### config.mk
export PLATFORM = sky130hd
export DESIGN_NAME = timer16_waveform_mode_control
export DESIGN_NICKNAME = d
export VERILOG_FILES = /design/src/design/timer16_pkg.sv /design/src/design/compare_output_unit.sv /design/src/design/tick_prescaler.sv /design/src/design/timer16_waveform_mode_control.sv
export VERILOG_INCLUDE_DIRS = /design/src /design/src/design
export SDC_FILE = /design/constraint.sdc
export NUM_CORES = 1
export LEC_CHECK = 0
export BUFFER_PORTS_ARGS = -buffer_cell sky130_fd_sc_hd__buf_4
export CAP_MARGIN = 20
export CORE_ASPECT_RATIO = 1.25
export CORE_MARGIN = 3
export CORE_UTILIZATION = 25
export CTS_CLUSTER_DIAMETER = 30
export CTS_CLUSTER_SIZE = 40
export DETAILED_ROUTE_END_ITERATION = 12
export PLACE_DENSITY_LB_ADDON = 0.25
export RECOVER_POWER = 100
export SYNTH_ARGS = -nofsm -noshare
export SYNTH_HDL_FRONTEND = slang
export SYNTH_SLANG_ARGS = --single-unit
### constraint.sdc
create_clock -name clk_in -period 5.37 [get_ports clk_in]
set_input_delay 0.537 -clock clk_in [delete_from_list [all_inputs] [get_ports clk_in]]
set_output_delay 0.537 -clock clk_in [all_outputs]
set_load 0.05 [all_outputs]
### src/design/timer16_regs.svh
// Register offsets, field positions, reset values and fixed TOP values of the timer.
// Included by the prescaler, the top design file and the bench; definitions only.
`ifndef TIMER16_REGS_SVH
`define TIMER16_REGS_SVH

// Avalon word addresses (byte address = 4 * index)
`define ADDR_CTRL_A 3'h0
`define ADDR_CTRL_B 3'h1
`define ADDR_COUNT 3'h2
`define ADDR_CMP_A 3'h3
`define ADDR_CMP_B 3'h4
`define ADDR_CAPTURE 3'h5
`define ADDR_IRQ_STATUS 3'h6
`define ADDR_IRQ_MASK 3'h7

// Control A fields
`define CA_MODE_A_HI 7
`define CA_MODE_A_LO 6
`define CA_MODE_B_HI 5
`define CA_MODE_B_LO 4
`define CA_WRITE_MASK 8'hF3
// Control B fields
`define CB_WGM_HI 4
`define CB_WGM_LO 3
`define CB_WRITE_MASK 8'h1F
`define CTRL_RESET 8'h00

// Status bits
`define ST_OVF 0
`define ST_CMPA 1
`define ST_CMPB 2
`define ST_WIDTH 3

// Counter values
`define TOP_8BIT 16'h00FF
`define TOP_9BIT 16'h01FF
`define TOP_10BIT 16'h03FF
`define COUNT_MAX 16'hFFFF
`define COUNT_BOTTOM 16'h0000

// Prescale divisors
`define PRESCALE_WIDTH 10
`define DIV_8 10'h007
`define DIV_64 10'h03F
`define DIV_256 10'h0FF
`define DIV_1024 10'h3FF

`endif

### src/design/timer16_pkg.sv
// Types shared by the timer block.
// Constants live in timer16_regs.svh.
package timer16_pkg;

  typedef enum logic [3:0] {
    WGM_NORMAL = 4'h0,
    WGM_PC8 = 4'h1,
    WGM_PC9 = 4'h2,
    WGM_PC10 = 4'h3,
    WGM_CTC_OCR = 4'h4,
    WGM_FAST8 = 4'h5,
    WGM_FAST9 = 4'h6,
    WGM_FAST10 = 4'h7,
    WGM_PFC_ICR = 4'h8,
    WGM_PFC_OCR = 4'h9,
    WGM_PC_ICR = 4'hA,
    WGM_PC_OCR = 4'hB,
    WGM_CTC_ICR = 4'hC,
    WGM_RESERVED = 4'hD,
    WGM_FAST_ICR = 4'hE,
    WGM_FAST_OCR = 4'hF
  } waveform_mode_e;

  // Waveform family derived from the mode
  typedef enum logic [1:0] {
    FAM_NONPWM = 2'h0,
    FAM_FAST = 2'h1,
    FAM_DUAL = 2'h3
  } family_e;

endpackage

### src/design/compare_output_unit.sv
// One compare-output channel: waveform register and pin override.
// Assumes match and TOP strobes are already qualified by the timer tick.
`timescale 1ns/1ps

module compare_output_unit #(
  parameter bit IS_CHAN_A = 1'b1
) (
  // Clock and reset
  input wire logic clk_in,
  input wire logic rst_n_in,
  // Configuration
  input wire logic [1:0] output_mode_in,
  input wire logic [3:0] waveform_mode_select_in,
  input wire logic [1:0] family_in,
  input wire logic port_dir_out_in,
  // Events
  input wire logic match_in,
  input wire logic at_top_in,
  input wire logic counting_up_in,
  input wire logic cmp_equals_top_in,
  // Pin
  output logic compare_output_out,
  output logic pin_override_out,
  output logic pin_oe_out
);

  logic wave_reg;
  logic wave_next;
  logic toggle_ok;

  always_comb begin
    toggle_ok = 1'b0;
    if (family_in == timer16_pkg::FAM_NONPWM) begin
      toggle_ok = 1'b1;
    end else if (IS_CHAN_A && family_in == timer16_pkg::FAM_FAST) begin
      toggle_ok = (waveform_mode_select_in[3:1] == 3'h7);
    end else if (IS_CHAN_A && family_in == timer16_pkg::FAM_DUAL) begin
      toggle_ok = (waveform_mode_select_in[3:2] == 2'h2);
    end
  end

  always_comb begin
    wave_next = wave_reg;
    if (output_mode_in == 2'h1) begin
      if (match_in && toggle_ok) begin
        wave_next = ~wave_reg;
      end
    end else if (output_mode_in[1]) begin
      unique case (family_in)
        timer16_pkg::FAM_FAST: begin
          // Equal-to-TOP match ignored; only the TOP action runs
          if (at_top_in) begin
            wave_next = ~output_mode_in[0];
          end else if (match_in && !cmp_equals_top_in) begin
            wave_next = output_mode_in[0];
          end
        end
        timer16_pkg::FAM_DUAL: begin
          if (match_in) begin
            wave_next = counting_up_in ? output_mode_in[0] : ~output_mode_in[0];
          end
        end
        default: begin
          if (match_in) begin
            wave_next = output_mode_in[0];
          end
        end
      endcase
    end
  end

  always_ff @(posedge clk_in or negedge rst_n_in) begin
    if (!rst_n_in) begin
      wave_reg <= 1'b0;
    end else begin
      wave_reg <= wave_next;
    end
  end

  assign compare_output_out = wave_reg;
  // Toggle code in a mode that forbids it leaves the pin to the port
  assign pin_override_out = (output_mode_in[1] | (output_mode_in[0] & toggle_ok));
  assign pin_oe_out = pin_override_out & port_dir_out_in;
endmodule

### src/design/tick_prescaler.sv
// Timer tick generator: one-cycle enable from the io clock or an external count pin.
// Assumes the count pin is already synchronous to clk_in.
`timescale 1ns/1ps
`include "timer16_regs.svh"

module tick_prescaler (
  // Clock and reset
  input wire logic clk_in,
  input wire logic rst_n_in,
  // Control
  input wire logic [2:0] clock_source_select_in,
  input wire logic ext_count_pin_in,
  // Tick
  output logic timer_tick_enable_out
);

  logic [`PRESCALE_WIDTH-1:0] div_reg;
  logic ext_prev_reg;
  logic tick_next;

  // Free-running divider shared by all ratios
  always_ff @(posedge clk_in or negedge rst_n_in) begin
    if (!rst_n_in) begin
      div_reg <= '0;
    end else begin
      div_reg <= div_reg + 1'b1;
    end
  end

  always_ff @(posedge clk_in or negedge rst_n_in) begin
    if (!rst_n_in) begin
      ext_prev_reg <= 1'b0;
    end else begin
      ext_prev_reg <= ext_count_pin_in;
    end
  end

  always_comb begin
    unique case (clock_source_select_in)
      3'h0: tick_next = 1'b0;
      3'h1: tick_next = 1'b1;
      3'h2: tick_next = (div_reg[2:0] == `DIV_8);
      3'h3: tick_next = (div_reg[5:0] == `DIV_64);
      3'h4: tick_next = (div_reg[7:0] == `DIV_256);
      3'h5: tick_next = (div_reg == `DIV_1024);
      3'h6: tick_next = ext_prev_reg & ~ext_count_pin_in;
      3'h7: tick_next = ~ext_prev_reg & ext_count_pin_in;
    endcase
  end

  assign timer_tick_enable_out = tick_next;
endmodule

### src/design/timer16_waveform_mode_control.sv
// 16-bit timer/counter with waveform modes, two compare outputs and an Avalon-MM slave.
// Assumes a single 40 MHz clock; all inputs synchronous to clk_in.
//
// The address map and the Avalon-MM register port were chosen for this implementation.
`timescale 1ns/1ps
`include "timer16_regs.svh"

// Summary of operation
// - Everything runs on clk_in; timer tick is a one-cycle enable for count and flags.
// - Phase-and-frequency modes load compares and set overflow at BOTTOM.
// - Control A: A mode 7:6, B mode 5:4, zeros 3:2, low mode bits 1:0.
// - Output modes 10, 11 and a permitted 01 toggle override the pin; drive only when port direction is output.
// - Non-PWM: 00 off, 01 toggle, 10 clear, 11 set on match.
// - Fast PWM 01 toggles channel A only in modes 14, 15; B disconnected.
// - Fast PWM 10 clears on match, sets at TOP; 11 the reverse.
// - Fast PWM with compare equal TOP: skip match, only the TOP action.
// - Dual-slope 01 toggles channel A only in modes 8 to 11.
// - Dual-slope 10 clears on up match, sets on down match; 11 opposite.
// - Four-bit mode from two low bits plus two bits of control B.
// - Modes 1-3 phase correct, 5-7 fast, fixed TOPs, load at TOP.
// - Mode 0 to 0xFFFF, modes 4, 12 clear at TOP, immediate load.
// - Modes 8, 9 load at BOTTOM; 10, 11 at TOP; 14, 15 fast; 13 reserved.
// - Upper mode bits at control B bits 4:3 beside clock select.
// - Clock select: stop, divide 1/8/64/256/1024, external falling or rising.
module timer16_waveform_mode_control (
  // Clock and reset
  input wire logic clk_in,
  input wire logic rst_n_in,
  // Avalon-MM slave
  input wire logic [2:0] avs_address_in,
  input wire logic avs_read_in,
  input wire logic avs_write_in,
  input wire logic [31:0] avs_writedata_in,
  output logic [31:0] avs_readdata_out,
  output logic avs_waitrequest_out,
  // External count pin
  input wire logic ext_count_pin_in,
  // Port direction bits for the two compare pins
  input wire logic chan_a_port_dir_in,
  input wire logic chan_b_port_dir_in,
  // Compare outputs
  output logic chan_a_compare_output_out,
  output logic chan_a_pin_override_out,
  output logic chan_a_pin_oe_out,
  output logic chan_b_compare_output_out,
  output logic chan_b_pin_override_out,
  output logic chan_b_pin_oe_out,
  // Interrupt
  output logic irq_out
);

  logic [7:0] waveform_output_control_a_reg;
  logic [7:0] timer_control_b_reg;
  logic [15:0] counter_value_reg;
  logic [15:0] chan_a_compare_value_reg;
  logic [15:0] chan_b_compare_value_reg;
  logic [15:0] chan_a_buffer_reg;
  logic [15:0] chan_b_buffer_reg;
  logic [15:0] capture_value_reg;
  logic [2:0] irq_status_reg;
  logic [2:0] irq_mask_reg;
  logic count_up_reg;
  logic ack_reg;
  logic [31:0] readdata_reg;
  logic irq_reg;

  logic [3:0] waveform_mode_select;
  logic [1:0] family;
  logic [15:0] top_value;
  logic at_top;
  logic at_bottom;
  logic load_at_bottom;
  logic load_immediate;
  logic ovf_at_bottom;
  logic ovf_at_top;
  logic tick;
  logic wr_en;
  logic count_write;
  logic [15:0] counter_next;
  logic count_up_next;
  logic [2:0] event_set;
  logic match_a;
  logic match_b;

  // Mode decode
  assign waveform_mode_select = {timer_control_b_reg[`CB_WGM_HI:`CB_WGM_LO],
                                 waveform_output_control_a_reg[1:0]};

  always_comb begin
    top_value = `COUNT_MAX;
    family = timer16_pkg::FAM_NONPWM;
    load_immediate = 1'b0;
    load_at_bottom = 1'b0;
    ovf_at_bottom = 1'b0;
    ovf_at_top = 1'b0;
    unique case (waveform_mode_select)
      timer16_pkg::WGM_NORMAL: load_immediate = 1'b1;
      timer16_pkg::WGM_CTC_OCR: begin
        top_value = chan_a_compare_value_reg;
        load_immediate = 1'b1;
      end
      timer16_pkg::WGM_CTC_ICR: begin
        top_value = capture_value_reg;
        load_immediate = 1'b1;
      end
      timer16_pkg::WGM_PC8, timer16_pkg::WGM_PC9, timer16_pkg::WGM_PC10: begin
        family = timer16_pkg::FAM_DUAL;
        ovf_at_bottom = 1'b1;
        top_value = (waveform_mode_select[1:0] == 2'h1) ? `TOP_8BIT :
                    (waveform_mode_select[1:0] == 2'h2) ? `TOP_9BIT : `TOP_10BIT;
      end
      timer16_pkg::WGM_FAST8, timer16_pkg::WGM_FAST9, timer16_pkg::WGM_FAST10: begin
        family = timer16_pkg::FAM_FAST;
        ovf_at_top = 1'b1;
        top_value = (waveform_mode_select[1:0] == 2'h1) ? `TOP_8BIT :
                    (waveform_mode_select[1:0] == 2'h2) ? `TOP_9BIT : `TOP_10BIT;
      end
      timer16_pkg::WGM_PFC_ICR, timer16_pkg::WGM_PFC_OCR: begin
        family = timer16_pkg::FAM_DUAL;
        load_at_bottom = 1'b1;
        ovf_at_bottom = 1'b1;
        top_value = waveform_mode_select[0] ? chan_a_compare_value_reg : capture_value_reg;
      end
      timer16_pkg::WGM_PC_ICR, timer16_pkg::WGM_PC_OCR: begin
        family = timer16_pkg::FAM_DUAL;
        ovf_at_bottom = 1'b1;
        top_value = waveform_mode_select[0] ? chan_a_compare_value_reg : capture_value_reg;
      end
      timer16_pkg::WGM_FAST_ICR, timer16_pkg::WGM_FAST_OCR: begin
        family = timer16_pkg::FAM_FAST;
        ovf_at_top = 1'b1;
        top_value = waveform_mode_select[0] ? chan_a_compare_value_reg : capture_value_reg;
      end
      // Reserved mode runs as normal counting with compare outputs acting non-PWM
      timer16_pkg::WGM_RESERVED: load_immediate = 1'b1;
    endcase
  end

  assign at_top = (counter_value_reg == top_value);
  assign at_bottom = (counter_value_reg == `COUNT_BOTTOM);

  tick_prescaler u_tick (
    .clk_in(clk_in),
    .rst_n_in(rst_n_in),
    .clock_source_select_in(timer_control_b_reg[2:0]),
    .ext_count_pin_in(ext_count_pin_in),
    .timer_tick_enable_out(tick)
  );

  // Bus: one wait cycle; a write lands on the edge that sees waitrequest low
  assign wr_en = avs_write_in & ack_reg;
  assign count_write = wr_en && (avs_address_in == `ADDR_COUNT);

  always_ff @(posedge clk_in or negedge rst_n_in) begin
    if (!rst_n_in) begin
      ack_reg <= 1'b0;
    end else begin
      ack_reg <= (avs_read_in | avs_write_in) & ~ack_reg;
    end
  end

  always_ff @(posedge clk_in or negedge rst_n_in) begin
    if (!rst_n_in) begin
      waveform_output_control_a_reg <= `CTRL_RESET;
      timer_control_b_reg <= `CTRL_RESET;
      capture_value_reg <= `COUNT_BOTTOM;
      irq_mask_reg <= '0;
    end else if (wr_en) begin
      unique case (avs_address_in)
        `ADDR_CTRL_A: waveform_output_control_a_reg <=
            avs_writedata_in[7:0] & `CA_WRITE_MASK;
        `ADDR_CTRL_B: timer_control_b_reg <= avs_writedata_in[7:0] & `CB_WRITE_MASK;
        `ADDR_CAPTURE: capture_value_reg <= avs_writedata_in[15:0];
        `ADDR_IRQ_MASK: irq_mask_reg <= avs_writedata_in[`ST_WIDTH-1:0];
        default: ;
      endcase
    end
  end

  // Buffered compare values and their load points
  always_ff @(posedge clk_in or negedge rst_n_in) begin
    if (!rst_n_in) begin
      chan_a_buffer_reg <= `COUNT_BOTTOM;
      chan_b_buffer_reg <= `COUNT_BOTTOM;
    end else if (wr_en && avs_address_in == `ADDR_CMP_A) begin
      chan_a_buffer_reg <= avs_writedata_in[15:0];
    end else if (wr_en && avs_address_in == `ADDR_CMP_B) begin
      chan_b_buffer_reg <= avs_writedata_in[15:0];
    end
  end

  always_ff @(posedge clk_in or negedge rst_n_in) begin
    if (!rst_n_in) begin
      chan_a_compare_value_reg <= `COUNT_BOTTOM;
      chan_b_compare_value_reg <= `COUNT_BOTTOM;
    end else if (load_immediate) begin
      chan_a_compare_value_reg <= chan_a_buffer_reg;
      chan_b_compare_value_reg <= chan_b_buffer_reg;
    end else if (tick && (load_at_bottom ? at_bottom : at_top)) begin
      chan_a_compare_value_reg <= chan_a_buffer_reg;
      chan_b_compare_value_reg <= chan_b_buffer_reg;
    end
  end

  // Counter sequence
  always_comb begin
    counter_next = counter_value_reg;
    count_up_next = count_up_reg;
    if (family == timer16_pkg::FAM_DUAL) begin
      if (at_top) begin
        count_up_next = 1'b0;
        counter_next = counter_value_reg - 16'h0001;
      end else if (at_bottom) begin
        count_up_next = 1'b1;
        counter_next = 16'h0001;
      end else begin
        counter_next = count_up_reg ? counter_value_reg + 16'h0001
                                    : counter_value_reg - 16'h0001;
      end
    end else begin
      count_up_next = 1'b1;
      counter_next = at_top ? `COUNT_BOTTOM : counter_value_reg + 16'h0001;
    end
  end

  always_ff @(posedge clk_in or negedge rst_n_in) begin
    if (!rst_n_in) begin
      counter_value_reg <= `COUNT_BOTTOM;
      count_up_reg <= 1'b1;
    end else if (count_write) begin
      counter_value_reg <= avs_writedata_in[15:0];
    end else if (tick) begin
      counter_value_reg <= counter_next;
      count_up_reg <= count_up_next;
    end
  end

  // Matches qualified by the tick; a counter write blocks them this cycle
  assign match_a = tick && !count_write && (counter_value_reg == chan_a_compare_value_reg);
  assign match_b = tick && !count_write && (counter_value_reg == chan_b_compare_value_reg);

  always_comb begin
    event_set = '0;
    event_set[`ST_CMPA] = match_a;
    event_set[`ST_CMPB] = match_b;
    event_set[`ST_OVF] = tick && ((ovf_at_top && at_top)
                         || (ovf_at_bottom && at_bottom && !count_up_reg)
                         || (!ovf_at_top && !ovf_at_bottom && counter_value_reg == `COUNT_MAX));
  end

  // Sticky status; a new event wins over a write-one-to-clear
  always_ff @(posedge clk_in or negedge rst_n_in) begin
    if (!rst_n_in) begin
      irq_status_reg <= '0;
    end else if (wr_en && avs_address_in == `ADDR_IRQ_STATUS) begin
      irq_status_reg <= (irq_status_reg & ~avs_writedata_in[`ST_WIDTH-1:0]) | event_set;
    end else begin
      irq_status_reg <= irq_status_reg | event_set;
    end
  end

  always_ff @(posedge clk_in or negedge rst_n_in) begin
    if (!rst_n_in) begin
      irq_reg <= 1'b0;
    end else begin
      irq_reg <= |(irq_status_reg & irq_mask_reg);
    end
  end

  always_ff @(posedge clk_in or negedge rst_n_in) begin
    if (!rst_n_in) begin
      readdata_reg <= '0;
    end else if (avs_read_in && !ack_reg) begin
      unique case (avs_address_in)
        `ADDR_CTRL_A: readdata_reg <= {24'h0, waveform_output_control_a_reg};
        `ADDR_CTRL_B: readdata_reg <= {24'h0, timer_control_b_reg};
        `ADDR_COUNT: readdata_reg <= {16'h0, counter_value_reg};
        `ADDR_CMP_A: readdata_reg <= {16'h0, chan_a_buffer_reg};
        `ADDR_CMP_B: readdata_reg <= {16'h0, chan_b_buffer_reg};
        `ADDR_CAPTURE: readdata_reg <= {16'h0, capture_value_reg};
        `ADDR_IRQ_STATUS: readdata_reg <= {29'h0, irq_status_reg};
        `ADDR_IRQ_MASK: readdata_reg <= {29'h0, irq_mask_reg};
      endcase
    end
  end

  assign avs_readdata_out = readdata_reg;
  assign avs_waitrequest_out = ~ack_reg;
  assign irq_out = irq_reg;

  // Pin-side outputs come from the channel waveform flops and registered config
  logic a_ovr;
  logic a_oe;
  logic b_ovr;
  logic b_oe;
  logic [3:0] pin_reg;

  compare_output_unit #(.IS_CHAN_A(1'b1)) u_chan_a (
    .clk_in(clk_in),
    .rst_n_in(rst_n_in),
    .output_mode_in(waveform_output_control_a_reg[`CA_MODE_A_HI:`CA_MODE_A_LO]),
    .waveform_mode_select_in(waveform_mode_select),
    .family_in(family),
    .port_dir_out_in(chan_a_port_dir_in),
    .match_in(match_a),
    .at_top_in(tick && at_top),
    .counting_up_in(count_up_reg),
    .cmp_equals_top_in(chan_a_compare_value_reg == top_value),
    .compare_output_out(chan_a_compare_output_out),
    .pin_override_out(a_ovr),
    .pin_oe_out(a_oe)
  );

  compare_output_unit #(.IS_CHAN_A(1'b0)) u_chan_b (
    .clk_in(clk_in),
    .rst_n_in(rst_n_in),
    .output_mode_in(waveform_output_control_a_reg[`CA_MODE_B_HI:`CA_MODE_B_LO]),
    .waveform_mode_select_in(waveform_mode_select),
    .family_in(family),
    .port_dir_out_in(chan_b_port_dir_in),
    .match_in(match_b),
    .at_top_in(tick && at_top),
    .counting_up_in(count_up_reg),
    .cmp_equals_top_in(chan_b_compare_value_reg == top_value),
    .compare_output_out(chan_b_compare_output_out),
    .pin_override_out(b_ovr),
    .pin_oe_out(b_oe)
  );

  always_ff @(posedge clk_in or negedge rst_n_in) begin
    if (!rst_n_in) begin
      pin_reg <= '0;
    end else begin
      pin_reg <= {a_ovr, a_oe, b_ovr, b_oe};
    end
  end

  assign chan_a_pin_override_out = pin_reg[3];
  assign chan_a_pin_oe_out = pin_reg[2];
  assign chan_b_pin_override_out = pin_reg[1];
  assign chan_b_pin_oe_out = pin_reg[0];
endmodule

==> results of run 1 <==
-- worst reg2reg max path, stage by stage (launching register included) --
cell	delay (ns)
dfrtp_1	0.67
inv_1	0.18
ha_1	0.39
nor3_1	0.45
a22o_1	0.58
o31ai_1	0.16
a22oi_1	0.28
nand4_1	0.43
nor2_4	0.23
nand3_1	0.11
a22o_2	0.57
mux2_1	0.50
-- worst max path at each step --
stage / from / endpoint / slack [ns]
2_1_floorplan: waveform_output_control_a_reg[0] / u_chan_a.compare_output_out / 1.78
3_3_place_gp: waveform_output_control_a_reg[0] / counter_value_reg[6] / 0.94
3_5_place_dp: waveform_output_control_a_reg[0] / counter_value_reg[6] / 0.94
4_1_cts: waveform_output_control_a_reg[0] / counter_value_reg[6] / 0.90
5_1_grt: waveform_output_control_a_reg[0] / counter_value_reg[6] / 0.32
6_report: avs_address_in[0] / u_chan_a.compare_output_out / 0.52
-- power by group --
| part | internal (mW) | total, mW | leakage, nW | switching, mW |
|---|---|---|---|---|
| Clock | 0.714 | 1.24 | 0.292 | 0.527 |
| Sequential | 1.44 | 1.98 | 1.85 | 0.537 |
| Combinational | 0.937 | 2.27 | 2.19 | 1.33 |
-- routing by layer --
layer | global-route usage | wire length, um | up-vias
li1 | - | - | 3720
met5 | 0 | 0 | -
met4 | 0.0656 | 1050 | 0
met3 | 0.0226 | 1830 | 59
met2 | 0.295 | 17300 | 309
met1 | 0.213 | 14300 | 4081
-- stage by stage --
stage	std cells	utilization	total power [mW]	instance area, sq um	hold WS, ns
global route	1522	0.283	5.83	10900	0.237
detailed placement	1490	0.275	4.46	10500	0.467
CTS	1522	0.290	5.73	11100	0.107
global placement	1490	0.275	4.45	10500	0.463
floorplan	1008	-	3.67	9800	0.241
finish	1522	0.283	5.49	10900	0.238
-- final cells by class --
| cell class | instances | area (sq um) |
|---|---|---|
| fill | 4121 | 27500 |
| multi-input combinational | 749 | 5400 |
| sequential | 149 | 3730 |
| tap | 492 | 616 |
| clock buffer | 19 | 453 |
| timing repair buffer | 71 | 410 |
| clock inverter | 13 | 145 |
| inverter | 29 | 109 |
-- kinds of logic (layout without fill, tap and decap cells) --
kind of cell,Yosys count,after routing
xor+xnor,53,53
mux,141,141
other cells,1,16
fa+ha+maj,8,8
compound gates,253,253
buf+inv,110,132
flops,149,149
simple gates,278,278
-- synth_stat cells, types with 4 or more instances --
| library cell | count |
|---|---|
| or4_1 | 13 |
| and2_1 | 7 |
| mux2i_1 | 29 |
| or3_1 | 9 |
| mux2_4 | 30 |
| or2_2 | 5 |
| nor3_1 | 20 |
| a221oi_1 | 9 |
| buf_2 | 12 |
| a31oi_1 | 11 |
| o31ai_1 | 17 |
| a21boi_0 | 7 |
| a22oi_1 | 13 |
| o21ai_0 | 44 |
| buf_6 | 4 |
| and4_1 | 6 |
| inv_1 | 29 |
| nand2b_1 | 9 |
| xnor2_1 | 48 |
| a211oi_1 | 23 |
| o22ai_1 | 11 |
| nor2b_1 | 7 |
| and3_1 | 10 |
| a21o_1 | 9 |
| ha_1 | 8 |
| o211ai_1 | 7 |
| dfrtp_1 | 148 |
| mux2_2 | 76 |
| clkbuf_1 | 40 |
| nor2_1 | 54 |
| xor2_1 | 5 |
| buf_4 | 17 |
| mux4_2 | 6 |
| a21oi_1 | 48 |
| o2bb2ai_1 | 4 |
| nand3_1 | 32 |
| nor4_1 | 7 |
| nand4_1 | 14 |
| nand2_1 | 71 |
| buf_1 | 7 |
==> results by group, run 1 <==
Synthesis
  – Largest area contributor in the netlist: dfrtp_1
  – Synth Area in Compound Gates: 0.180
  – Largest cells by area after synthesis: dfrtp_1 (38%), mux2_2 (8.8%), mux2_4 (4.6%)
  – Post-synthesis simple-gate area fraction: 0.148
  – Sequential area share after synthesis: 0.383
  – Synth warnings: 0
  – Synthesized area: 9740 sq um
  – Post-Synth XOR/XNOR Area: 0.0476
  – Yosys top cell area share: 0.380
  – Largest family of logic cells by synthesized area: compound AO/OA/AOI/OAI gates
  – Post-Syn Instances: 993
  – Post-Synth Adder-Cell Area: 0.0103
  – Mapped Avg Cell Area: 9.81 sq um
  – Main synth FF type: dfrtp_1
  – Register bit total from synthesis: 149
  – Asr flop ratio synth: 1.00
  – Post-synth EDFFs: 0
  – Mux contribution to synthesized area: 0.178
  – Yosys cell types: 84

Clock tree
  – TritonCTS buffer count: 17
  – Post-CTS Hold Fix Bufs: 0
  – Post-CTS sizing: 0
  – CTS H-Tree Depth: 4
  – CTS root buffer: clkbuf_16
  – TritonCTS Sinks: 149
  – Postcts setup bufs: 0
  – Latest clock arrival within the worst-skew pair: 0.46 ns
  – CTS tree: done
  – Buffer depth of the longest clock path: 2
  – Clock transition at path regs: 0.07 ns

Setup path
  – CP max-delay cell: clkbuf_1
  – CP Depth: 9
  – Crit path largest cell delay: 1.65 ns
  – Worst reg2reg path endpoint: chan_a_compare_value_reg[4]
  – Crit path max-delay family: buffers and inverters
  – Flop2flop setup slack: 0.69 ns
  – Crit start category: primary input
  – Worst Path Class, Setup: primary input to register
  – Worst path most repeated cell: clkbuf_1
  – Worst reg-to-reg path cell count: 11
  – Required @ worst endpoint: 5.73 ns
  – Cells along the critical path: clkbuf_1 > nand3b_1 > nand2b_1 > clkbuf_1 > nand3_1 > nor2_1 > o31ai_1 > mux2_2 > a311oi_1
  – Reg2reg start: waveform_output_control_a_reg[0]
  – CP Buf/Inv Count: 2
  – Crit end category: register
  – Critical path fanouts, max: 38
  – CP arrival: 5.21 ns

Placed design
  – IO buf count: 49
  – Post-DP HPWL: 25.6 mm
  – Post-place setup slack: 0.941 ns
  – GP Congestion: 0.918

Power and ir drop
  – Pwr Density: 505 nW/um^2
  – Peak supply drop: 208 uV
  – LEAKAGE: 4.32 nW

Min path
  – Hold Path Class: primary input to register
  – Hold EP: u_tick.ext_prev_reg
  – WHS Path Cells: 1
  – Min-delay src: ext_count_pin_in

Routing
  – Via density: 5.37
  – Detailed Route Iter0 Violations: 582
  – Routed wire length: 34.5 mm
  – Post-DR wirelength/cell: 22.7 um
  – DRC Markers: 0
  – Post-route ant nets: 0
  – Routed vias: 8169
  – 1st-pass router iterations: 6

STA
  – Final setup skew: 0.0143 ns
  – Final Hold Vio Count: 0
  – Post-route minimum period: 4.85 ns
  – Period utilisation layout: 0.903
  – Setup slack after layout: 0.520 ns
  – Final setup TNS: 0 ns
  – Fmax: 0.206 GHz
  – Max Slew Vio Count: 107
  – Final setup fails: 0
  – Slew at the pin with the worst max-slew slack: 4.01 ns
  – Slew margin rel.: -1.67
  – RSZ-0062 raised after global routing: no

Final layout
  – Diode count: 0
  – Most frequent cells in the layout: dfrtp_1 (148), mux2_2 (76), nand2_1 (71)
  – Most common cell after layout, fill and taps aside: dfrtp_1
  – Layout cells sized above 1: 0.168
  – Layout Nets: 1067
  – Area growth, synth to finish: 11.5%

Die
  – FP Rows: 80
  – Initial Util: 0.254
  – Ports: 82
  – Die Area: 41400 sq um
  – Die Ht: 227 um
  – Die W: 183 um
  – Placeable Area: 38300 sq um

GRT
  – Largest net degree at the start of global routing: 68
  – First-pass GRT wire length: 52.7 mm
  – Number of global-route vias before repair: 8223
  – GR Util All Layers: 0.169
  – Gr ovfl total: 0
  – Initial antenna violation count: 1

Run status
  – Violated checks: max-capacitance violations, max-slew violations
  – Outcome: complete, but fails checks

Run
  – Max-Cap Viols: 2
(Power assumes the default switching activity.)
==> run 2, diff against run 1 <==
--- a/config.mk
+++ b/config.mk
@@ -6,6 +6,7 @@
 export SDC_FILE = /design/constraint.sdc
 export NUM_CORES = 1
 export LEC_CHECK = 0
+export ABC_AREA = 1
 export BUFFER_PORTS_ARGS = -buffer_cell sky130_fd_sc_hd__buf_4
 export CAP_MARGIN = 20
 export CORE_ASPECT_RATIO = 1.25
==> run 2 against run 1 <==
Compared with the run above: the flow still finishes with violations (max-capacitance violations, max-slew violations); clock power about the same; core utilization about the same; maximum frequency up 4.3%; register-to-register slack better by 0.03 ns; critical path depth up 9; via count up 19%; worst hold slack worse by 0.010 ns; non-clock buffer count down 10; sequential share of layout area down 0.80 points; largest cell class unchanged; largest power group unchanged.
==> results by group, run 2 <==
Run status
  – Outcome: complete, but fails checks
  – Violated checks: max-capacitance violations, max-slew violations

Placed design
  – GP Congestion: 0.941 (+2.5%)
  – DP Area: 10700 sq um (+2.0%)
  – Post-place setup slack: 0.733 ns (-0.208 ns)
  – IO buf count: 49 (unchanged)
  – Post-DP HPWL: 28.0 mm (+9.4%)

GRT
  – Initial antenna violation count: 0 (-1)
  – Number of global-route vias before repair: 9327 (+13%)
  – Largest net degree at the start of global routing: 85 (+25%)
  – Gr ovfl total: 0 (unchanged)
  – First-pass GRT wire length: 56.3 mm (+6.9%)
  – GR Util All Layers: 0.174 (+0.00456)

Clock tree
  – CTS H-Tree Depth: 4 (unchanged)
  – TritonCTS buffer count: 17 (unchanged)
  – Latest clock arrival within the worst-skew pair: 0.45 ns (about the same)
  – Post-CTS sizing: 0 (unchanged)
  – TritonCTS Sinks: 149 (unchanged)
  – Postcts setup bufs: 0 (unchanged)
  – Clock transition at path regs: 0.06 ns (about the same)
  – Post-CTS Hold Fix Bufs: 0 (unchanged)
  – CTS root buffer: clkbuf_16
  – Buffer depth of the longest clock path: 2 (unchanged)
  – CTS tree: done

Setup path
  – Crit end category: register
  – Crit start category: register
  – Worst Setup EP: chan_b_compare_value_reg[9]
  – Flop2flop setup slack: 0.72 ns (+0.03 ns)
  – Reg2reg start: waveform_output_control_a_reg[0]
  – Worst reg2reg path endpoint: chan_b_compare_value_reg[9]
  – CP arrival: 5.01 ns (-0.20 ns)
  – Required @ worst endpoint: 5.73 ns (about the same)
  – Worst Path Class, Setup: register to register
  – Critical path fanouts, max: 64 (+68%)
  – Worst reg-to-reg path cell count: 18 (+7)
  – CP startpoint: waveform_output_control_a_reg[0]

Final layout
  – Area growth, synth to finish: 11.0%
  – Layout cells sized above 1: 0.0607 (-0.107)
  – Most common cell after layout, fill and taps aside: nand2_1
  – Diode count: 0 (unchanged)
  – Post-layout instance area: 11100 sq um (+2.4%)
  – Layout Nets: 1535 (+44%)
  – Most frequent cells in the layout: nand2_1 (479), o21ai_0 (157), inv_1 (148), dfrtp_1 (148), nor2_1 (111)

Die
  – FP Rows: 81 (+1.3%)
  – Placeable Area: 39300 sq um (+2.6%)
  – Initial Util: 0.255 (+0.000691)
  – Die Area: 42500 sq um (+2.8%)
  – Die Ht: 230 um (+1.4%)
  – Die W: 185 um (+1.4%)
  – Ports: 82 (unchanged)

STA
  – Final setup skew: 0.00840 ns (-0.00591 ns)
  – Slew at the pin with the worst max-slew slack: 4.24 ns (+0.233 ns)
  – Setup slack after layout: 0.721 ns (+0.201 ns)
  – Final Hold Vio Count: 0 (unchanged)
  – Post-route minimum period: 4.65 ns (-0.201 ns)
  – RSZ-0062 raised after global routing: no
  – Final setup TNS: 0 ns (unchanged)
  – Max Slew Vio Count: 84 (-21%)
  – Period utilisation layout: 0.866 (-0.0374)
  – Fmax: 0.215 GHz (+4.3%)
  – Final setup fails: 0 (unchanged)
  – Slew margin rel.: -1.83 (-0.156)

Routing
  – Post-route ant nets: 0 (unchanged)
  – DRC Markers: 0 (unchanged)
  – Post-DR wirelength/cell: 18.4 um (-19%)
  – Via density: 4.89 (-8.9%)
  – Routed wire length: 36.7 mm (+6.2%)
  – 1st-pass router iterations: 6 (unchanged)
  – Detailed Route Iter0 Violations: 856 (+47%)
  – Routed vias: 9755 (+19%)

Run
  – Max-Cap Viols: 1 (-1)

Synthesis
  – Synthesized area: 10000 sq um (+2.9%)
  – Main synth FF type: dfrtp_1
  – Top-count cell post-synth: nand2_1
  – Largest area contributor in the netlist: dfrtp_1
  – Most frequent cells after synthesis: nand2_1 (478), dfrtp_1 (148), inv_1 (148), o21ai_0 (125), nor2_1 (110)
  – Yosys cell types: 45 (-46%)
  – Asr flop ratio synth: 1.00 (unchanged)
  – Register bit total from synthesis: 149 (unchanged)
  – Synth warnings: 0 (unchanged)
  – Yosys top cell area share: 0.370 (-0.0105)
  – Post-synth EDFFs: 0 (unchanged)
  – Sequential area share after synthesis: 0.372 (-0.0106)
  – Largest cells by area after synthesis: dfrtp_1 (37%), nand2_1 (18%), o21ai_0 (6.2%)
  – Mapped Avg Cell Area: 6.84 sq um (-30%)
  – Post-Syn Instances: 1465 (+48%)

Power and ir drop
  – Peak supply drop: 274 uV (+31%)
  – Comb pwr share: 0.474 (+0.061)
  – Sequential Power Share: 0.317 (-0.044)
  – LEAKAGE: 5.21 nW (+21%)
  – Pwr Density: 533 nW/um^2 (+5.5%)
  – Clock share of power: 0.210 (-0.016)
  – Switching power total: 2.98 mW (+25%)
  – Switch share: 0.503 (+0.0670)
  – Internal power: 2.95 mW (-4.8%)

Min path
  – Hold Path Class: primary input to register
## run 2: worst max-delay path: stages, from the launching register on
cell     delay [ns]
dfrtp_1        0.69
inv_1          0.25
ha_1           0.28
nor2_1         0.18
nand2_1        0.09
nand2_1        0.36
nand3_4        0.52
nand2_1        0.29
nand2_1        0.07
nand2_1        0.13
and2_1         0.14
nand2_1        0.08
nor2_4         0.21
nand2_4        0.23
inv_4          0.20
o21ai_2        0.08
nand2_4        0.47
nand2_1        0.12
o21ai_0        0.10
## run 2: cell type report
type | instances | area (sq um)
inverters | 164 | 621
well taps | 498 | 623
flip-flops and latches | 149 | 3730
clock buffers | 20 | 447
fillers | 4431 | 28200
repair buffers | 61 | 360
multi-input cells | 1092 | 5200
clock inverters | 12 | 145
## run 2: kinds of logic after synthesis
kind of cell | synth area share
simple gates | 0.331
compound gates | 0.148
buf+inv | 0.104
flops | 0.372
xor+xnor | 0.0341
fa+ha+maj | 0.00999
other cells | 0.000374
## run 2: through the flow
step / util / cells / total power, mW / hold WS [ns]
3_5_place_dp: 0.273 / 1963 / 4.82 / 0.446
4_1_cts: 0.288 / 1995 / 6.08 / 0.179
2_1_floorplan: - / 1480 / 3.94 / 0.241
6_report: 0.283 / 1996 / 5.93 / 0.227
5_1_grt: 0.283 / 1996 / 6.37 / 0.213
3_3_place_gp: 0.273 / 1963 / 4.79 / 0.438
## run 2: how the worst min path moves through the flow
stage                      start                    end  slack, ns  cells past startpoint
2_1_floorplan           rst_n_in                ack_reg       0.24                      0
3_3_place_gp   u_tick.div_reg[0]      u_tick.div_reg[0]       0.44                      1
3_5_place_dp   u_tick.div_reg[0]      u_tick.div_reg[0]       0.45                      1
4_1_cts                 rst_n_in  counter_value_reg[11]       0.18                      1
5_1_grt         ext_count_pin_in    u_tick.ext_prev_reg       0.21                      1
6_report        ext_count_pin_in    u_tick.ext_prev_reg       0.23                      1
## run 2: power by group through the flow
stage               clock, mW  sequential (mW)  combinational [mW]
global route             1.31             1.92                3.14
global placement            0             1.88                2.91
finish                   1.24             1.88                2.81
detailed placement          0             1.89                2.93
floorplan                   0             1.80                2.14
CTS                      1.27             1.87                2.94
## run 2: routing by layer
layer | GRT usage | vias up | part of all wire
met3 | 0.0259 | 52 | 0.048
met5 | 0 | - | 0
met1 | 0.229 | 4648 | 0.44
met4 | 0.0631 | 0 | 0.029
met2 | 0.289 | 293 | 0.48
li1 | - | 4762 | -
